### config.mk
export PLATFORM = sky130hd
export DESIGN_NAME = extcsd_geometry_timeout_fields
export DESIGN_NICKNAME = d
export VERILOG_FILES = /design/src/geom_pkg.sv /design/src/extcsd_geometry_timeout_fields.sv
export VERILOG_INCLUDE_DIRS = /design/src
export SDC_FILE = /design/constraint.sdc
export NUM_CORES = 1
export LEC_CHECK = 0
export BUFFER_PORTS_ARGS = -buffer_cell sky130_fd_sc_hd__buf_2
export CAP_MARGIN = 15
export CORE_MARGIN = 1.5
export CORE_UTILIZATION = 53
export DETAILED_ROUTE_END_ITERATION = 8
export GPL_ROUTABILITY_DRIVEN = 0
export PLACE_DENSITY_LB_ADDON = 0.2
export SLEW_MARGIN = 25
export SYNTH_ARGS = -nofsm -noshare
export SYNTH_HDL_FRONTEND = slang
export SYNTH_SLANG_ARGS = --single-unit
### constraint.sdc
create_clock -name pclk -period 4.1 [get_ports pclk]
set_input_delay 1.025 -clock pclk [delete_from_list [all_inputs] [get_ports pclk]]
set_output_delay 1.025 -clock pclk [all_outputs]
set_load 0.02 [all_outputs]
### src/geom_defs.svh
// Offsets, field positions and timing constants of the geometry bank
`ifndef GEOM_DEFS_SVH
`define GEOM_DEFS_SVH

// ---------------------------------------------------------------
// Byte indices of the bank (byte address = 4 * index)
// ---------------------------------------------------------------
`define IDX_SECURE_PROTECT_INFO   8'hD3
`define IDX_SECTOR_COUNT          8'hD4
`define IDX_SLEEP_NOTIFY_TIMEOUT  8'hD8
`define IDX_SLEEP_AWAKE_TIMEOUT   8'hD9
`define IDX_PROD_STATE_TIMEOUT    8'hDA
`define IDX_IO_SLEEP_CURRENT      8'hDB
`define IDX_CORE_SLEEP_CURRENT    8'hDC
`define IDX_HC_PROTECT_GROUP_SIZE 8'hDD
`define IDX_RELIABLE_WRITE_COUNT  8'hDE
`define IDX_ERASE_TIMEOUT_MULT    8'hDF
`define IDX_HC_ERASE_UNIT_SIZE    8'hE0
`define IDX_ACCESS_GRANULARITY    8'hE1
`define IDX_GROUP_DEF_CTRL        8'hAF
// Derived read-only words, placed after the bank
`define IDX_ERASE_UNIT_KB         8'hF0
`define IDX_PROTECT_GROUP_KB      8'hF1
`define IDX_DENSITY_LO            8'hF2
`define IDX_DENSITY_HI            8'hF3
`define IDX_SUPER_PAGE_BYTES      8'hF4
`define IDX_SLEEP_CURRENT_UA      8'hF5

// ---------------------------------------------------------------
// Field limits and positions
// ---------------------------------------------------------------
`define SUPER_PAGE_MAX            4'h8
`define SLEEP_CURRENT_MAX         8'h0D
`define TIMEOUT_EXP_MAX           8'h17
`define RELIABLE_WRITE_VALUE      8'h01
`define SECURE_SUPPORT_BIT        0
`define SECURE_ENABLE_BIT         1
`define GROUP_DEF_ENABLE_BIT      0
`define SECTOR_BYTES_LOG2         9
`define UNIT_KB                   32'h0000_0200
`define SUPER_PAGE_BASE           32'h0000_0200
`define SLEEP_CURRENT_BASE_UA     32'h0000_0001

// ---------------------------------------------------------------
// Timing bases (erase base in ms, others in ns / us)
// ---------------------------------------------------------------
`define ERASE_BASE_MS             300
`define PROD_BASE_US              100
`define SLEEP_AWAKE_BASE_NS       100
`define NOTIFY_BASE_US            10
`define CLK_PERIOD_NS             10
`define ERASE_BASE_CYC  (`ERASE_BASE_MS * 1000000 / `CLK_PERIOD_NS)
`define PROD_BASE_CYC   (`PROD_BASE_US * 1000 / `CLK_PERIOD_NS)
`define SA_BASE_CYC     (`SLEEP_AWAKE_BASE_NS / `CLK_PERIOD_NS)
`define NOTIFY_BASE_CYC (`NOTIFY_BASE_US * 1000 / `CLK_PERIOD_NS)

`endif

### src/geom_pkg.sv
// Types shared by the geometry property bank
package geom_pkg;

   typedef struct packed {
      logic        psel;
      logic        penable;
      logic        pwrite;
      logic [11:0] paddr;
      logic [31:0] pwdata;
   } apb_req_t;

   typedef struct packed {
      logic [31:0] prdata;
      logic        pready;
      logic        pslverr;
   } apb_rsp_t;

   typedef enum logic [1:0] {
      OP_ERASE,
      OP_PROD,
      OP_SLEEP,
      OP_NOTIFY
   } op_kind_t;

   typedef enum logic [1:0] {
      ST_IDLE,
      ST_BUSY,
      ST_DONE
   } op_state_t;

   typedef struct packed {
      logic        start;
      op_kind_t    kind;
      logic [7:0]  groups;
   } op_req_t;

   typedef struct packed {
      logic [7:0]  access_granularity;
      logic [7:0]  hc_erase_unit_size;
      logic [7:0]  erase_timeout_multiplier;
      logic [7:0]  hc_protect_group_size;
      logic [7:0]  core_sleep_current;
      logic [7:0]  io_sleep_current;
      logic [7:0]  prod_state_timeout;
      logic [7:0]  sleep_awake_timeout;
      logic [7:0]  sleep_notify_timeout;
      logic        secure_support;
   } geom_cfg_t;

endpackage

### src/extcsd_geometry_timeout_fields.sv
// Geometry and timeout property bank with APB access, read-only except the group definition word
//
// Decided for this implementation: the APB slave port.
`timescale 1ns/1ps
`include "geom_defs.svh"

module extcsd_geometry_timeout_fields
   import geom_pkg::*;
(
   input  wire logic        pclk,
   input  wire logic        presetn,
   input  wire logic        clk_en,
   input  wire logic        psel,
   input  wire logic        penable,
   input  wire logic        pwrite,
   input  wire logic [11:0] paddr,
   input  wire logic [31:0] pwdata,
   output logic      [31:0] prdata,
   output logic             pready,
   output logic             pslverr,
   input  wire geom_cfg_t   cfg,
   input  wire logic        secure_enable,
   input  wire logic        partition_done,
   input  wire logic [31:0] user_area_sectors,
   input  wire op_req_t     op_req,
   output logic             op_busy,
   output logic             op_done,
   output logic             legacy_erase,
   output logic             legacy_protect
);

   // ------------------------------------------------------------
   // State
   // ------------------------------------------------------------
   typedef struct packed {
      logic [31:0] prdata;
      logic        pready;
      logic        pslverr;
      logic [7:0]  group_def;
      logic [31:0] sector_count;
      op_state_t   st;
      logic [47:0] cnt;
      logic        op_busy;
      logic        op_done;
      logic        legacy_erase;
      logic        legacy_protect;
      op_kind_t    kind;
   } state_t;

   state_t s_r;
   state_t s_nxt;

   // ------------------------------------------------------------
   // Helpers
   // ------------------------------------------------------------
   // Exponent clamped at the largest defined code so that a
   // reserved value never yields a wrapped, too-short timeout
   function automatic logic [47:0] pow_time(input logic [31:0] base,
                                            input logic [7:0]  e);
      logic [7:0] ec;
      ec = (e > `TIMEOUT_EXP_MAX) ? `TIMEOUT_EXP_MAX : e;
      pow_time = {16'h0000, base} << ec[4:0];
   endfunction

   function automatic logic [31:0] byte_word(input logic [7:0] b);
      byte_word = {24'h000000, b};
   endfunction

   // ------------------------------------------------------------
   // Derived values
   // ------------------------------------------------------------
   logic [3:0]  sp_code;
   logic [31:0] super_page_bytes;
   logic [31:0] erase_unit_kb;
   logic [31:0] protect_group_kb;
   logic [40:0] density;
   logic [31:0] sleep_current_ua;
   logic [7:0]  info_byte;
   logic        hc_enable;

   always_comb begin
      sp_code = cfg.access_granularity[3:0];
      // Zero and reserved codes report no size
      if (sp_code == 4'h0 || sp_code > `SUPER_PAGE_MAX) begin
         super_page_bytes = 32'h0000_0000;
      end else begin
         super_page_bytes = `SUPER_PAGE_BASE << (sp_code - 4'h1);
      end
      erase_unit_kb = `UNIT_KB * byte_word(cfg.hc_erase_unit_size);
      hc_enable = s_r.group_def[`GROUP_DEF_ENABLE_BIT]
                  && (cfg.hc_erase_unit_size != 8'h00);
      if (!hc_enable || cfg.hc_protect_group_size == 8'h00) begin
         protect_group_kb = 32'h0000_0000;
      end else begin
         protect_group_kb = erase_unit_kb
                            * byte_word(cfg.hc_protect_group_size);
      end
      density = {s_r.sector_count, 9'h000};
      if (cfg.core_sleep_current == 8'h00
          || cfg.core_sleep_current > `SLEEP_CURRENT_MAX) begin
         sleep_current_ua = 32'h0000_0000;
      end else begin
         sleep_current_ua = `SLEEP_CURRENT_BASE_UA
                            << cfg.core_sleep_current[3:0];
      end
      info_byte = 8'h00;
      info_byte[`SECURE_SUPPORT_BIT] = cfg.secure_support;
      info_byte[`SECURE_ENABLE_BIT]  = secure_enable;
   end

   // ------------------------------------------------------------
   // Read mux
   // ------------------------------------------------------------
   function automatic logic [31:0] read_word(input logic [9:0] idx);
      case (idx)
         10'(`IDX_SECURE_PROTECT_INFO):   read_word = byte_word(info_byte);
         10'(`IDX_SECTOR_COUNT):          read_word = s_r.sector_count;
         10'(`IDX_SLEEP_NOTIFY_TIMEOUT):
            read_word = byte_word(cfg.sleep_notify_timeout);
         10'(`IDX_SLEEP_AWAKE_TIMEOUT):
            read_word = byte_word(cfg.sleep_awake_timeout);
         10'(`IDX_PROD_STATE_TIMEOUT):
            read_word = byte_word(cfg.prod_state_timeout);
         10'(`IDX_IO_SLEEP_CURRENT):
            read_word = byte_word(cfg.io_sleep_current);
         10'(`IDX_CORE_SLEEP_CURRENT):
            read_word = byte_word(cfg.core_sleep_current);
         10'(`IDX_HC_PROTECT_GROUP_SIZE):
            read_word = byte_word(cfg.hc_protect_group_size);
         10'(`IDX_RELIABLE_WRITE_COUNT):
            read_word = byte_word(`RELIABLE_WRITE_VALUE);
         10'(`IDX_ERASE_TIMEOUT_MULT):
            read_word = byte_word(cfg.erase_timeout_multiplier);
         10'(`IDX_HC_ERASE_UNIT_SIZE):
            read_word = byte_word(cfg.hc_erase_unit_size);
         10'(`IDX_ACCESS_GRANULARITY):
            read_word = byte_word({4'h0, cfg.access_granularity[3:0]});
         10'(`IDX_GROUP_DEF_CTRL):        read_word = byte_word(s_r.group_def);
         10'(`IDX_ERASE_UNIT_KB):         read_word = erase_unit_kb;
         10'(`IDX_PROTECT_GROUP_KB):      read_word = protect_group_kb;
         10'(`IDX_DENSITY_LO):            read_word = density[31:0];
         10'(`IDX_DENSITY_HI):            read_word = {23'h000000, density[40:32]};
         10'(`IDX_SUPER_PAGE_BYTES):      read_word = super_page_bytes;
         10'(`IDX_SLEEP_CURRENT_UA):      read_word = sleep_current_ua;
         default:                         read_word = 32'h0000_0000;
      endcase
   endfunction

   function automatic logic mapped(input logic [9:0] idx);
      mapped = (idx == 10'(`IDX_GROUP_DEF_CTRL))
               || (idx >= 10'(`IDX_SECURE_PROTECT_INFO)
                   && idx <= 10'(`IDX_ACCESS_GRANULARITY))
               || (idx >= 10'(`IDX_ERASE_UNIT_KB)
                   && idx <= 10'(`IDX_SLEEP_CURRENT_UA));
   endfunction

   // ------------------------------------------------------------
   // Next state
   // ------------------------------------------------------------
   logic [9:0]  idx;
   logic        setup;
   logic        aligned;
   logic [47:0] limit;

   always_comb begin
      s_nxt = s_r;
      idx   = paddr[11:2];
      setup = psel && !penable;
      aligned = (paddr[1:0] == 2'b00);
      limit = 48'h0;
      s_nxt.pready = 1'b0;
      s_nxt.op_done = 1'b0;
      // No wait state: answer registered in the setup phase, shown in the access phase
      if (setup) begin
         s_nxt.pready  = 1'b1;
         s_nxt.pslverr = !mapped(idx) || !aligned;
         // A misaligned access neither returns data nor lands a write
         s_nxt.prdata  = (pwrite || !aligned) ? 32'h0000_0000
                                              : read_word(idx);
         if (pwrite && aligned && idx == 10'(`IDX_GROUP_DEF_CTRL)) begin
            s_nxt.group_def = {7'h00, pwdata[`GROUP_DEF_ENABLE_BIT]};
         end
         // Writes elsewhere in the bank are dropped, flagged as error
         if (pwrite && idx != 10'(`IDX_GROUP_DEF_CTRL)) begin
            s_nxt.pslverr = 1'b1;
         end
      end
      if (partition_done) begin
         s_nxt.sector_count = user_area_sectors;
      end
      s_nxt.legacy_erase = !s_r.group_def[`GROUP_DEF_ENABLE_BIT]
                           || cfg.erase_timeout_multiplier == 8'h00;
      s_nxt.legacy_protect = !hc_enable
                             || cfg.hc_protect_group_size == 8'h00;
      // Busy and done cycles together fit inside each advertised bound
      case (s_r.kind)
         OP_ERASE:  limit = 48'(`ERASE_BASE_CYC) - 48'h2;
         OP_PROD:   limit = pow_time(`PROD_BASE_CYC,
                               cfg.prod_state_timeout) - 48'h2;
         OP_SLEEP:  limit = pow_time(`SA_BASE_CYC,
                               cfg.sleep_awake_timeout) - 48'h2;
         OP_NOTIFY: limit = pow_time(`NOTIFY_BASE_CYC,
                               cfg.sleep_notify_timeout) - 48'h2;
         default:   limit = 48'h0;
      endcase
      case (s_r.st)
         ST_IDLE: begin
            if (op_req.start) begin
               s_nxt.st = ST_BUSY;
               // Kind is held so a moving request cannot bend the count
               s_nxt.kind = op_req.kind;
               s_nxt.op_busy = 1'b1;
               s_nxt.cnt = 48'h0;
            end
         end
         ST_BUSY: begin
            s_nxt.cnt = s_r.cnt + 48'h1;
            if (s_r.cnt >= limit) begin
               s_nxt.st = ST_DONE;
            end
         end
         ST_DONE: begin
            s_nxt.op_busy = 1'b0;
            s_nxt.op_done = 1'b1;
            s_nxt.st = ST_IDLE;
         end
         default: s_nxt.st = ST_IDLE;
      endcase
   end

   // ------------------------------------------------------------
   // Registers
   // ------------------------------------------------------------
   always_ff @(posedge pclk or negedge presetn) begin
      if (!presetn) begin
         s_r <= '{prdata: 32'h0, pready: 1'b0, pslverr: 1'b0,
                  group_def: 8'h00, sector_count: 32'h0,
                  st: ST_IDLE, cnt: 48'h0, op_busy: 1'b0,
                  op_done: 1'b0, legacy_erase: 1'b1,
                  legacy_protect: 1'b1, kind: OP_ERASE};
      end else if (clk_en) begin
         s_r <= s_nxt;
      end
   end

   assign prdata         = s_r.prdata;
   assign pready         = s_r.pready;
   assign pslverr        = s_r.pslverr;
   assign op_busy        = s_r.op_busy;
   assign op_done        = s_r.op_done;
   assign legacy_erase   = s_r.legacy_erase;
   assign legacy_protect = s_r.legacy_protect;

endmodule // extcsd_geometry_timeout_fields

# Word level (Yosys, flattened, before mapping)
# Cells that the tools add are included.
[totals]
rom_bits = 0
input_bits = 168
out_inout_bits = 38
reg_bits = 123
mem_count = 0
ram_bits = 0
latch_bits = 0
wordCells = 115
[op_classes]
n_lt_le_gt_ge = 10
reduce_logical = 37
n_eq_ne = 27
bitwise = 0
addsub = 5
div = 0
mux = 18
multipliers = 1
shift = 5
[op_table]
columns = ["op", "n"]
rows = [
  ["$pmux 32 s19", 1],
  ["$pmux 48 s4", 1],
  ["$eq 10x8->1 const B", 19],
  ["$sub 48x2->48 const B", 3],
  ["$mux 32", 3],
  ["$pmux 48 s2", 1],
  ["$mux 51", 1],
  ["$add 48x1->48 const B", 1],
  ["$ge 48x48->1", 1],
  ["$shl 10x5->48 const A", 1],
  ["$shl 14x5->48 const A", 1],
  ["$shl 4x5->48 const A", 1],
  ["$shl 1x4->32 const A", 1],
  ["$shl 10x4->32 const A", 1],
  ["$mux 25", 1],
  ["$gt 8x5->1 const B", 3],
  ["$logic_not 8->1", 3],
  ["$ge 10x8->1 const B", 2],
  ["$le 10x8->1 const B", 2],
  ["$mul 8x8->16", 1],
  ["$mux 5", 3],
  ["$reduce_and 3->1", 5],
  ["$mux 10", 1],
  ["$ne 10x8->1 const B", 1],
  ["18 further kinds", 45],
]

# Longest topological paths before layout
[logic_depth]
word_depth = 8
depth_mapped = 23
ltp_nobuf = 21

# Least setup slack after synthesis
# OpenSTA, ideal clock, no wires.
[synth_timing]
kind = "input-to-reg"
startpoint = "input cfg[20] (netlist name)"
endpoint = "register s_r[54] (netlist name)"
path_slack_ns = -1.665
n_path_buf = 3
path_stages = 23
setup_ns = 0.124
arrival_ns = 5.641
required_ns = 3.976
cell_sequence = "buf_2 -> a2111oi_4 -> nand2b_1 -> ha_1 -> clkbuf_1 -> mux2_2 -> mux2i_1 -> o22ai_1 -> or3_1 -> clkbuf_1 -> nor4_4 -> nand3_2 -> nor3_1 -> a22oi_1 -> ha_1 -> nand4_1 -> nor2_1 -> nand3_1 -> nor4_1 -> o31ai_1 -> a311o_1 -> and3_1 -> a211o_1"
[synth_between]
elab_chain_len = 8
[synth_rtl]
columns = ["element", "line", "rtl"]
rows = [
  ["start: declaration", "extcsd_geometry_timeout_fields.sv:21", "input wire geom_cfg_t cfg,"],
  ["$gt 8x5->1 (no source line)", "n/a", ""],
  ["$mux 5 (*)", "extcsd_geometry_timeout_fields.sv:61", "ec = (e > `TIMEOUT_EXP_MAX) ? `TIMEOUT_EXP_MAX : e;"],
  ["$shl 14x5->48 (*)", "extcsd_geometry_timeout_fields.sv:62", "pow_time = {16'h0000, base} << ec[4:0];"],
  ["$sub 48x2->48 (*)", "extcsd_geometry_timeout_fields.sv:198", "OP_PROD: limit = pow_time(`PROD_BASE_CYC,"],
  ["$pmux 48 s4 (*)", "extcsd_geometry_timeout_fields.sv:196", "case (s_r.kind)"],
  ["$ge 48x48->1 (*)", "extcsd_geometry_timeout_fields.sv:218", "if (s_r.cnt >= limit) begin"],
  ["$ne 2x2->1 (no source line) (*)", "n/a", ""],
  ["$reduce_and 3->1 (no source line) (*)", "n/a", ""],
  ["end signal: assignment", "extcsd_geometry_timeout_fields.sv:236", "s_r <= '{prdata: 32'h0, pready: 1'b0, pslverr: 1'b0,"],
  ["end signal: assignment", "extcsd_geometry_timeout_fields.sv:242", "s_r <= s_nxt;"],
  ["end: declaration", "extcsd_geometry_timeout_fields.sv:50", "state_t s_r;"],
]
# Every way passes the cells marked *; elsewhere a longest branch is shown, timed or not.
# A chain may end at the register's enable or synchronous reset.

# Worst setup path after layout
[layout_timing]
startpoint = "input cfg[21] (netlist name)"
endpoint = "register s_r[54] (netlist name)"
# The elaborated chain is that of the path after synthesis.

==> summary.txt <==
Status
  – Status: finished, violations left
  – Violations in the final reports: DRC, setup timing

Power
  – Internal power: 3720 uW
  – Net switching share of the total power: 41.6%
  – Power after layout: 6370 uW
  – Static power due to leakage: 0.00794 uW
  – Worst voltage drop across the vdd grid: 0.000389 V
  – Power share of the combinational group: 54.1%
  – Pwr Density: 385 mW/mm2
  – Sequential Power Share: 22.8%
  – Clock power share: 23.1%
  – Net switching power figure: 2650 uW

Synthesis
  – Library cell with the largest summed area after synthesis: dfrtp_1
  – Post-synth top flop: dfrtp_1
  – Sequential-to-total area share from yosys stat: 24.6%
  – Synth Area in XOR/XNOR: 4.61%
  – Synth Area in Compound Gates: 18.5%
  – Combinational family with the most area after synthesis: simple AND/OR/NAND/NOR gates
  – Post-synth EDFFs: 0
  – Seq cells post-synth: 123
  – Cell Area, Synth: 0.0125 mm2
  – Adder-cell share of the synthesized area: 14.8%
  – Proportion of register bits with asynchronous set or reset after synthesis: 100%
  – Mean cell area of the mapped netlist: 8.34 um2
  – Share of Yosys cell area claimed by the top area cell type: 24.2%
  – Post-synth cell types: 84
  – Area share of and/or/nand/nor cells after synthesis: 25.9%
  – Commonest cells post-synth: nand2_1, nor2_1, dfrtp_1
  – Most frequent cell after synthesis: nand2_1
  – Post-synthesis instance total: 1,502
  – Leading post-synthesis cells by cell area: dfrtp_1, ha_1, fa_1
  – Multiplexer share of the synthesized area: 4.89%
  – Number of warnings printed during yosys synthesis: 0

GRT
  – Overall overflow remaining after global route: 0
  – Largest net degree at the start of global routing: 124
  – Met3 global-route usage: 8.06%
  – Antenna violations before repair: 0
  – Number of global-route vias before repair: 13,200
  – Met2 track demand over resource: 59.7%
  – Wire length of the first global-routing pass: 69,200 um
  – GRT Resource Usage Total: 36.3%
  – Busiest grt layer: met2
  – Met1 track demand over resource: 43.3%

CTS
  – Clock tree from TritonCTS: done
  – Master cell of the clock root buffer: clkbuf_16
  – H-tree depth reported by CTS: 4
  – Number of buffers created by CTS: 17
  – Source-to-sink clock delay at the later pin of the worst-skew pair: 0.42 ns
  – Hold-fix buffers at CTS: 0
  – CTS clock-pin slew for the worst setup and hold paths: 0.06 ns
  – Max clock buf depth: 2
  – Clock sinks: 123

Routing
  – DRC violation count after routing: 22
  – Residual antenna-violating net count after detailed routing: 0
  – WL final: 44,900 um
  – Routed via count: 13,600
  – Wire per inst: 20.6 um
  – Starting DRT DRC Count: 1,808
  – Vias per Instance: 6.25
  – Drt first pass iters: 9

Final layout
  – Number of nets in the layout: 2,141
  – Final core occ: 70.9%
  – Synthesis-to-layout area growth: 32.0%
  – Count of inserted antenna diode cells: 0
  – Fraction of final layout cells with drive strength greater than 1: 32.8%

Floorplan
  – Die Wd: 157 um
  – I/O pin cnt: 206
  – DIE HEIGHT: 157 um
  – Effective utilization at floorplan: 53.7%
  – Placeable core region: 0.0233 mm2
  – Die Footprint: 0.0246 mm2
  – Total number of placement rows: 56

Critical path
  – Worst Setup Path Type: in2reg
  – Cell occurring most often along the worst timing path: buf_6
  – Startpoint Class: input port
  – Data arrival time of the worst path: 5.55 ns
  – Crit. End Element: register
  – Cell type of the slowest stage on the worst timing path: a2111oi_4
  – Kind of cell with the highest combined delay on the critical path: simple AND/OR/NAND/NOR gates
  – Sequence of cells on the critical path: buf_6, a2111oi_4, nand2b_1, ha_4, buf_6, nand3b_1, o21ai_2, a22o_1, or3_4, nor4_4, nand3_4, nor3_4, a22oi_1, ha_1, nand4_1, nor2_2, nand3_2, nor4_2, o31ai_1, a311o_1, and3_1, a211o_1
  – Worst Path Buf+Inv: 2
  – Required time at the worst-slack endpoint: 4.40 ns
  – Maximum fanout encountered on the critical timing path: 5
  – Longest individual stage delay on the worst path: 0.47 ns

Timing
  – Worst Setup Slack, final: -1.16 ns
  – Setup repair after global routing missed its margin: true
  – Final hold violation count: 0
  – Worst setup skew after layout: 0.00944 ns
  – Time the worst path needs with I/O delays and setup: 5.26 ns
  – Slew headroom: 38.9%
  – Measured slew at the worst slew-check pin: 0.904 ns
  – FMAX: 190 MHz
  – Number of pins exceeding their max-slew limit in the final report: 0
  – Period Utilization, post-route: 128%
  – Number of setup violations in the final report: 10

Placed design
  – PortBufs: 162
  – HPWL after detailed placement: 34,700 um

Run
  – Max-cap violations: 0

Hold path
  – Hold/Removal Path Class: reg2reg
==> through the flow <==
step | cells | instance area (um2) | setup WS (ns) | hold WS (ns) | setup TNS [ns]
floorplan | 1512 | 13000 | -1.41 | 0.432 | -5.89
global placement | 2135 | 15400 | -1.49 | 0.464 | -9.42
detailed placement | 2135 | 15400 | -1.62 | 0.465 | -10.19
CTS | 2176 | 16400 | -1.13 | 0.479 | -3.95
global route | 2179 | 16500 | -1.38 | 0.503 | -5.41
finish | 2179 | 16500 | -1.16 | 0.479 | -4.34
==> sequential cells by signal (all words and copies together) (netlist names) <==
| name | flops |
|---|---|
| density | 32 |
| legacy_erase | 1 |
| legacy_protect | 1 |
| op_busy | 1 |
| op_done | 1 |
| prdata | 32 |
| pready | 1 |
| pslverr | 1 |
| s_r | 53 |
==> layout make-up <==
| type | instances | area [um2] |
|---|---|---|
| multi-input combinational | 1205 | 9220 |
| fill | 1807 | 6790 |
| sequential | 123 | 3080 |
| timing repair buffer | 429 | 3000 |
| clock buffer | 17 | 425 |
| tap | 319 | 399 |
| inverter | 71 | 269 |
| clock inverter | 15 | 148 |
==> cell families (layout without fill, tap and decap cells) <==
logic type      Yosys count  in the layout
fa+ha+maj               127            127
flops                   123            123
simple gates            617            618
buf+inv                 185            532
xor+xnor                 66             66
mux                      54             54
compound gates          329            329
other cells               1             11
==> repair_timing <==
item	in CTS	in global routing
resized for setup	79	34
hold endpoints to repair	0	0
pin swaps	33	32
setup buffers	8	4
cloned	1	0
endpoints found under the setup margin	10	10
==> power by group through the flow <==
stage / Clock [uW] / Combinational [uW] / Sequential, uW
after floorplan: 0 / 1790 / 1390
after global placement: 0 / 2850 / 1460
after detailed placement: 0 / 2930 / 1460
after CTS: 1480 / 3170 / 1440
after global routing: 1540 / 3710 / 1450
final: 1470 / 3440 / 1450
==> tightest hold or removal path: cells and delay by family (launching register included) <==
family	cells	cell delay, ns
flip-flops	1	0.34
AO/OA/AOI/OAI	1	0.06
AND/OR/NAND/NOR	1	0.05
==> cells in the final DEF (no fill, tap or decap), types with 11 or more instances in the layout <==
cell type and instances:
or3_1 13, inv_1 65, buf_4 262, conb_1 11, dfrtp_1 121, nand2_1 146, ha_1 77, and3_1 24
nor3_1 25, o21ai_0 54, a21oi_1 59, mux2_2 37, and2_1 34, nor2b_1 24, o21ai_1 11, clkbuf_16 17
nor2_1 125, nand3_1 56, a21o_1 16, buf_2 145, buf_6 14, nor4_1 21, a22oi_1 26, a31oi_1 17
nand4_1 37, xnor2_1 19, nand2b_1 16, ha_4 11, a222oi_1 15, a22o_1 18, xor2_1 43, fa_1 29
mux2i_1 14
==> path summary, 6_finish.rpt <==
path                                        from                     end  slack, ns  cells past startpoint
setup / recovery                         cfg[21]     s_r[54]$_DFFE_PN0P_      -1.16                     22
hold / removal             prdata[8]$_DFFE_PN0P_   prdata[8]$_DFFE_PN0P_       0.48                      2
setup reg to reg              s_r[1]$_DFFE_PN0P_     s_r[54]$_DFFE_PN0P_      -0.39                     17
hold reg to reg            prdata[8]$_DFFE_PN0P_   prdata[8]$_DFFE_PN0P_       0.48                      2
max in group asynchronous                presetn  prdata[20]$_DFFE_PN0P_       2.93                      2
min in group asynchronous                presetn  prdata[29]$_DFFE_PN0P_       0.69                      2
==> layer usage <==
| layer | vias up | share of wire, % |
|---|---|---|
| met5 | - | 0 |
| met1 | 6431 | 38 |
| met3 | 214 | 9.6 |
| li1 | 6139 | - |
| met4 | 0 | 6.4 |
| met2 | 841 | 46 |
Note: power is estimated with default switching activity, not from simulation.
